<file path="src/design/epgc_pkg.sv">
// package: register map and field layout of the eight pin control block
package epgc_pkg;
    localparam int unsigned ADDR_W = 8;
    localparam int unsigned DATA_W = 32;
    localparam int unsigned NUM_PINS = 8;
    localparam int unsigned SLICE_W = 4;
    localparam logic [7:0] PIN_IO_CONTROL_OFFSET = 8'hB8;
    localparam int unsigned IN_BIT = 0;
    localparam int unsigned DIR_BIT = 1;
    localparam int unsigned OUT_BIT = 2;
    localparam int unsigned RSVD_BIT = 3;
    localparam int unsigned LANE_W = 8;
    localparam logic RSVD_READ = 1'b0;
    localparam logic [7:0] DIR_RESET = 8'h00;
    localparam logic [7:0] OUT_RESET = 8'h00;
    localparam logic [31:0] RDATA_UNMAPPED = 32'h00000000;
    localparam int unsigned SYNC_STAGES = 2;
endpackage

</file>
<file path="src/design/epgc_gpio.sv">
// module: apb slave holding the eight pin control register and its pin logic
//
// Function
// RL1 - bit 4n reads the synchronised level of pin n; writes ignored
// RL2 - bit 4n+1 sets pin n direction: 0 input undriven, 1 output
// RL3 - bit 4n+2 value drives pin n only while its direction is output
// RL4 - reset clears all direction and output bits, pins start undriven
// RL5 - exactly eight pins; bits 3,7,...,31 reserved and read zero
// RL6 - register sits at offset B8h, upstream port only
// RL7 - pin inputs pass two flip-flops before reaching the input bit
//
// The APB slave port was left to the implementer.
`timescale 1ns/1ns
`default_nettype none
module epgc_gpio #(
    parameter int unsigned NUM_PINS = epgc_pkg::NUM_PINS,
    parameter bit UPSTREAM_PORT = 1'b1
) (
    input wire logic pclk,
    input wire logic presetn,
    input wire logic psel,
    input wire logic penable,
    input wire logic pwrite,
    input wire logic [7:0] paddr,
    input wire logic [31:0] pwdata,
    input wire logic [3:0] pstrb,
    output logic [31:0] prdata,
    output logic pready,
    output logic pslverr,
    input wire logic [NUM_PINS-1:0] pin_in,
    output logic [NUM_PINS-1:0] pin_out,
    output logic [NUM_PINS-1:0] pin_oe
);

    ////////////////////////////////////////////////////////////////////////////
    // elaboration checks

    // stages the input synchroniser is built with
    localparam int unsigned SYNC_BUILT = 2;

    // the register word holds exactly one slice per pin
    generate
        if (NUM_PINS != epgc_pkg::NUM_PINS) begin : g_bad_pins
            $error("epgc_gpio: register holds exactly eight pin slices");
        end
        if (NUM_PINS * epgc_pkg::SLICE_W != epgc_pkg::DATA_W) begin : g_bad_map
            $error("epgc_gpio: pin slices must fill the data word");
        end
        if (epgc_pkg::SYNC_STAGES != SYNC_BUILT) begin : g_bad_sync
            $error("epgc_gpio: synchroniser depth differs from the built chain");
        end
        // a slice that straddled two byte lanes could be half written
        if (epgc_pkg::LANE_W % epgc_pkg::SLICE_W != 0) begin : g_bad_lane
            $error("epgc_gpio: pin slices must not straddle byte lanes");
        end
        if (epgc_pkg::RSVD_BIT >= epgc_pkg::SLICE_W) begin : g_bad_field
            $error("epgc_gpio: field positions must lie inside a slice");
        end
        if ($bits(epgc_pkg::DIR_RESET) < NUM_PINS || $bits(epgc_pkg::OUT_RESET) < NUM_PINS) begin : g_bad_rst
            $error("epgc_gpio: reset values must cover every pin");
        end
        if (epgc_pkg::PIN_IO_CONTROL_OFFSET % (epgc_pkg::DATA_W / epgc_pkg::LANE_W) != 0) begin : g_bad_ofs
            $error("epgc_gpio: register offset must be word aligned");
        end
    endgenerate

    ////////////////////////////////////////////////////////////////////////////
    // helpers

    // position of one field inside the slice of a pin
    function automatic int unsigned field_pos(
        input int unsigned pin,
        input int unsigned field
    );
        return pin * epgc_pkg::SLICE_W + field;
    endfunction

    // byte lane enable that guards one register bit
    function automatic logic lane_on(
        input logic [3:0] strb,
        input int unsigned bit_pos
    );
        return strb[bit_pos / epgc_pkg::LANE_W];
    endfunction

    ////////////////////////////////////////////////////////////////////////////
    // state

    // software-visible registers
    logic [NUM_PINS-1:0] dir_r;
    logic [NUM_PINS-1:0] out_r;

    // synchroniser stages
    logic [NUM_PINS-1:0] sync1_r;
    logic [NUM_PINS-1:0] sync2_r;

    // combinational
    logic [NUM_PINS-1:0] pin_level;
    logic [NUM_PINS-1:0] lane_wr;
    logic [31:0] reg_view;
    logic [31:0] prdata_nxt;
    logic hit;
    logic setup_rd;
    logic wr_en;

    ////////////////////////////////////////////////////////////////////////////
    // decode

    // downstream instances leave the address unmapped
    assign hit = UPSTREAM_PORT && (paddr == epgc_pkg::PIN_IO_CONTROL_OFFSET); // RL6

    // writes land in the access phase, when the transfer completes
    assign wr_en = psel && penable && pwrite && hit;

    // read data is captured in setup so the access needs no wait
    assign setup_rd = psel && !penable && !pwrite;

    ////////////////////////////////////////////////////////////////////////////
    // bus answer

    // single register, no wait states
    assign pready = 1'b1;

    // unmapped offsets read zero rather than flag an error
    assign pslverr = 1'b0;

    ////////////////////////////////////////////////////////////////////////////
    // input synchroniser

    // pins are asynchronous to pclk; first stage feeds only the second
    always_ff @(posedge pclk or negedge presetn) begin
        if (!presetn) begin
            sync1_r <= '0;
        end else begin
            sync1_r <= pin_in; // RL7
        end
    end

    // second stage is the only reader of the first
    always_ff @(posedge pclk or negedge presetn) begin
        if (!presetn) begin
            sync2_r <= '0;
        end else begin
            sync2_r <= sync1_r; // RL7
        end
    end

    // level software sees; metastability settles in the first stage
    assign pin_level = sync2_r; // RL7

    ////////////////////////////////////////////////////////////////////////////
    // per pin slice

    genvar g;
    generate
        for (g = 0; g < NUM_PINS; g++) begin : g_pin
            // bit positions of this pin's fields
            localparam int unsigned IB = field_pos(g, epgc_pkg::IN_BIT);
            localparam int unsigned DB = field_pos(g, epgc_pkg::DIR_BIT);
            localparam int unsigned OB = field_pos(g, epgc_pkg::OUT_BIT);
            localparam int unsigned RB = field_pos(g, epgc_pkg::RSVD_BIT);

            // both fields of a pin share one byte lane
            assign lane_wr[g] = wr_en && lane_on(pstrb, DB);

            // direction starts cleared so no pin drives out of reset
            always_ff @(posedge pclk or negedge presetn) begin
                if (!presetn) begin
                    dir_r[g] <= epgc_pkg::DIR_RESET[g]; // RL4
                end else if (lane_wr[g]) begin
                    dir_r[g] <= pwdata[DB]; // RL2
                end
            end

            // output value kept while the pin is an input, ready for turn-on
            always_ff @(posedge pclk or negedge presetn) begin
                if (!presetn) begin
                    out_r[g] <= epgc_pkg::OUT_RESET[g]; // RL4
                end else if (lane_wr[g]) begin
                    out_r[g] <= pwdata[OB]; // RL3
                end
            end

            // pad enable follows the direction bit
            assign pin_oe[g] = dir_r[g]; // RL2

            // a released pin shows low so the pad never sees a stale value
            assign pin_out[g] = dir_r[g] & out_r[g]; // RL3

            // register view of this slice; writes to the input bit are dropped
            assign reg_view[IB] = pin_level[g]; // RL1
            assign reg_view[DB] = dir_r[g];
            assign reg_view[OB] = out_r[g];
            // reserved bit has no storage
            assign reg_view[RB] = epgc_pkg::RSVD_READ; // RL5
        end
    endgenerate

    ////////////////////////////////////////////////////////////////////////////
    // read data

    // unmapped or downstream offsets read back zero
    always_comb begin
        prdata_nxt = epgc_pkg::RDATA_UNMAPPED;
        if (hit) begin
            prdata_nxt = reg_view; // RL1
        end else begin
            prdata_nxt = epgc_pkg::RDATA_UNMAPPED; // RL6
        end
    end

    // held between reads; a late pin change shows on the next read only
    always_ff @(posedge pclk or negedge presetn) begin
        if (!presetn) begin
            prdata <= epgc_pkg::RDATA_UNMAPPED;
        end else if (setup_rd) begin
            prdata <= prdata_nxt;
        end
    end

endmodule // epgc_gpio
`default_nettype wire

</file>
<file path="config.mk">
export PLATFORM = sky130hd
export DESIGN_NAME = epgc_gpio
export DESIGN_NICKNAME = d
export VERILOG_FILES = /design/src/design/epgc_pkg.sv /design/src/design/epgc_gpio.sv
export SDC_FILE = /design/constraint.sdc
export NUM_CORES = 1
export LEC_CHECK = 0
export BUFFER_PORTS_ARGS = -buffer_cell sky130_fd_sc_hd__clkbuf_2
export CELL_PAD_IN_SITES_DETAIL_PLACEMENT = 1
export CELL_PAD_IN_SITES_GLOBAL_PLACEMENT = 2
export CORE_ASPECT_RATIO = 2
export CORE_MARGIN = 5
export CORE_UTILIZATION = 25
export CTS_CLUSTER_DIAMETER = 120
export DETAILED_ROUTE_END_ITERATION = 10
export PLACE_DENSITY = 0.79
export SLEW_MARGIN = 20
export SYNTH_ARGS = -nofsm -noshare
export SYNTH_HDL_FRONTEND = slang
export SYNTH_SLANG_ARGS = --single-unit
</file>
<file path="constraint.sdc">
create_clock -name pclk -period 1.02 [get_ports pclk]
set_input_delay 0.306 -clock pclk [delete_from_list [all_inputs] [get_ports pclk]]
set_output_delay 0.306 -clock pclk [all_outputs]
set_load 0.1 [all_outputs]
</file>
# After elaboration in Yosys (flattened, before gate mapping)
# Index checks and enable logic that the tools add are counted.
[word_totals] wordCells=40 out_inout_bits=50 rom_bits=0 latch_bits=0 ff_bits=64 mem_count=0 mem_bits_rw=0
[op_classes] multipliers=0 addsub=0 shift=0 n_lt_le_gt_ge=0 n_reduce_logical=11 div_mod_pow=0 muxes=1 eq_ne=1 n_bitwise=8
[op_table] op="31-bit two-way mux" count=1
[op_table] op="1-bit logical AND" count=9
[op_table] op="1-bit bitwise AND" count=8
[op_table] op="8-bit equality test, second input constant" count=1
[op_table] op="1-bit logical NOT" count=2

# Longest topological paths before layout
[logic_depth] word_depth=4 ltp_mapped=5 depth_no_buf=3

# Worst setup path before layout
# OpenSTA, ideal clock, no wires.
[synth_path] path_kind="register to output" startpoint="register dir_r[7] (netlist: pin_oe[7])" endpoint="output port pin_out[7]" path_slack_ns=-1.080 stages_incl_launch_ff=2 t_arrival_ns=1.794 t_required_ns=0.714 path_cell_list="dfrtp_1 and2_1"
[synth_between] elab_chain_len=1
[synth_rtl] element="start: declaration" line_no="epgc_gpio.sv:90" rtl="logic [NUM_PINS-1:0] dir_r;"
[synth_rtl] element="start signal: indexed assignment" line_no="epgc_gpio.sv:169" rtl="dir_r[g] <= epgc_pkg::DIR_RESET[g];"
[synth_rtl] element="start signal: indexed assignment" line_no="epgc_gpio.sv:171" rtl="dir_r[g] <= pwdata[DB];"
[synth_rtl] element="1-bit bitwise AND" line_no="epgc_gpio.sv:188" rtl="assign pin_out[g] = dir_r[g] & out_r[g];"
[synth_rtl] element="end: declaration" line_no="epgc_gpio.sv:31" rtl="output logic [NUM_PINS-1:0] pin_out,"
# No other way between the ends.

# Final worst setup path
# Ends and elaborated chain as after synthesis.

==> impl_metrics.py <==
metrics = {
    "run_status": {
        "outcome": "finished with violations",
        "violations": "setup timing",
    },
    "worst_setup_path": {
        "critPathCapture": "pin_out[7]",
        "cp-end-kind": "output pin",
        "r2r_slack_ns": -0.09,
        "r2r-start": "pin_oe[3]",
        "start_kind": "register",
        "cp.required_ns": 0.71,
        "critPathMaxFanout": 3,
        "crit_start": "pin_oe[7]",
        "critPathKind": "reg2out",
        "r2r_end": "pin_oe[3]",
        "worstPathArrival_ns": 1.09,
        "r2r_cells": 3,
    },
    "pwr": {
        "seqPwrFrac": 0.518,
        "total_power_mw": 4.38,
        "cellPowerDensity_nw_per_um2": 1090,
        "leakagePower_nw": 1.79,
        "p_switching_mw": 1.08,
        "ir_drop_mv": 0.565,
        "comb_power_share": 0.104,
        "p_int_mw": 3.30,
        "p_sw_frac": 0.247,
        "clkPwrFrac": 0.377,
    },
    "final_layout": {
        "drive_gt1_frac": 0.712,
        "fin_nets": 355,
        "stdcell_count": 401,
        "diodes": 0,
        "num-fill-cells": 937,
        "finish.utilization": 0.445,
        "area_growth_pct": 73.4,
    },
    "cts": {
        "cts_inserted_buffers": 5,
        "cts_num_sinks": 56,
        "clockBufferDepth": 2,
        "htree_num_levels": 2,
        "clk_latency_ns": 0.29,
        "tritoncts": "done",
        "cts-root-buf": "clkbuf_16",
        "cts.clk_slew.worst_paths_ns": 0.07,
    },
    "floorplan": {
        "die_area_sq_um": 11400,
        "initial_utilization": 0.256,
        "rows": 49,
        "die_h_um": 146,
        "die_x_um": 78.0,
        "coreArea_sq_um": 9010,
        "io-pin-count": 107,
    },
    "timing": {
        "timing.final.crit_share": 1.36,
        "setup_ws_ns": -0.371,
        "whs_ns": 0.0128,
        "rsz0062_at_grt": "true",
        "drv_slew": 0,
        "setup-violations-final": 79,
        "clock.fmax_mhz": 719,
        "layout_min_cycle_time_ns": 1.39,
        "hold_violations": 0,
        "final.setup_skew_ns": 0.00554,
    },
    "global_route": {
        "grtUsageTotal": 0.120,
        "grt_start_max_net_pins": 57,
        "grt.overflow.total": 0,
        "grt_pass1_vias": 2031,
        "grt_antenna_before_repair": 0,
        "grt_pass1_wl_um": 10700,
    },
    "route": {
        "drtPass1Iterations": 3,
        "routed_via_density": 4.31,
        "wl_um": 6520,
        "routed-wl-met2_um": 4000,
        "wl_met1_um": 2170,
        "routed-via-count": 1727,
        "drt_iter0_drc": 41,
        "wire_per_inst_um": 16.3,
        "ant_nets": 0,
        "drc": 0,
        "dr.max_layer_used": "met4",
        "wl_met3_um": 274,
    },
    "yosys": {
        "synth_flop_cell": "dfrtp_1",
        "ys_seq_area_frac": 0.606,
        "avgSynthCellArea_sq_um": 12.6,
        "syn_inst": 184,
        "yosysMostFrequentCell": "dfrtp_1",
        "synth.top_cells.by_count": "dfrtp_1 (56), nand2_1 (48), o21ai_2 (20), mux2_2 (16), buf_4 (10)",
        "ys_ff_latch": 56,
        "synth_area_sq_um": 2310,
        "synth-edff-count": 0,
        "synth_warnings": 0,
        "ys_async_sr_fraction": 1.00,
        "synth_top_area_cell": "dfrtp_1",
        "synth_top_area_share": 0.606,
        "ys_types": 17,
        "synthTopCellsByArea": "dfrtp_1 (61%), mux2_2 (7.8%), nand2_1 (7.8%)",
    },
    "placement": {
        "dp_hpwl_um": 4590,
        "dpl_worst_slack_ns": -0.552,
        "dp.cells": 377,
        "gp_congestion": 0.701,
        "io_buffers": 80,
    },
    "run": {
        "drv_cap": 0,
    },
    "min_path": {
        "hp-class": "in2async",
    },
}
critical path: stages (launching register included):
cell and delay [ns]:
dfrtp_4 0.49, and2_4 0.15, buf_12 0.16
what timing repair did:
item,in CTS,in global routing
endpoints found under the setup margin,80,80
gates resized for setup,26,11
pin swaps,17,7
setup buffers,8,6
gates cloned,3,0
hold buffers,0,0
worst min path at each step:
| stage | to |
|---|---|
| after floorplan | out_r[0] |
| after global placement | out_r[4] |
| after detailed placement | out_r[4] |
| after CTS | out_r[4] |
| after global routing | pin_oe[4] |
| final | pin_oe[4] |
placed cells by master (no fill, tap or decap), drive strengths merged:
cell type | synthesis | layout
nand4bb | 2 | 2
or2 | 1 | 4
and2 | 8 | 8
o21ai | 24 | 24
conb | 2 | 10
dfrtp | 56 | 56
nor3 | 4 | 4
clkinv | 0 | 1
clkbuf | 1 | 47
nand2 | 48 | 48
nand4 | 4 | 4
nor3b | 1 | 1
mux2 | 16 | 16
buf | 16 | 73
or3b | 1 | 1
routing by layer:
layer / global-route usage / vias up
met3: 0.0217 / 6
met1: 0.127 / 853
li1: - / 817
met4: 0.0355 / 0
met5: 0 / -
met2: 0.233 / 51
sequential cells by signal, indices dropped and copies added, names as in the netlist:
name and flops:
out_r 8, pin_level 8, pin_oe 8, prdata 24, sync1_r 8
per-stage QoR:
step / area (sq um) / TNS [ns]
floorplan: 2430 / -12.48
global placement: 3620 / -19.04
detailed placement: 3620 / -20.07
CTS: 3930 / -16.29
global route: 4010 / -18.67
finish: 4010 / -15.64
logic make-up (layout without fill, tap and decap cells):
kind of cell,count (synthesis),in the layout,share of synthesized area
buffers and inverters,17,121,0.0525
AND/OR/NAND/NOR,69,72,0.175
AO/OA/AOI/OAI,24,24,0.0845
other,2,10,0.00325
flip-flops,56,56,0.606
multiplexers,16,16,0.0780
power by group through the flow:
stage               combinational, mW  sequential [mW]  clock, mW
floorplan                       0.247             2.34          0
global placement                0.439             2.31          0
detailed placement              0.447             2.32          0
CTS                             0.460             2.27       1.72
global route                    0.492             2.27       1.81
finish                          0.458             2.27       1.65
area by class of cell:
type / count / area [sq um] / share of cell area
Clock buffer: 7 / 133 / 0.0331
Multi-Input combinational cell: 122 / 950 / 0.237
Sequential cell: 56 / 1460 / 0.365
Timing Repair Buffer: 113 / 1330 / 0.332
Clock inverter: 1 / 5.00 / 0.00125
Tap cell: 102 / 128 / 0.0318
Power figures use the tool's default switching activity.
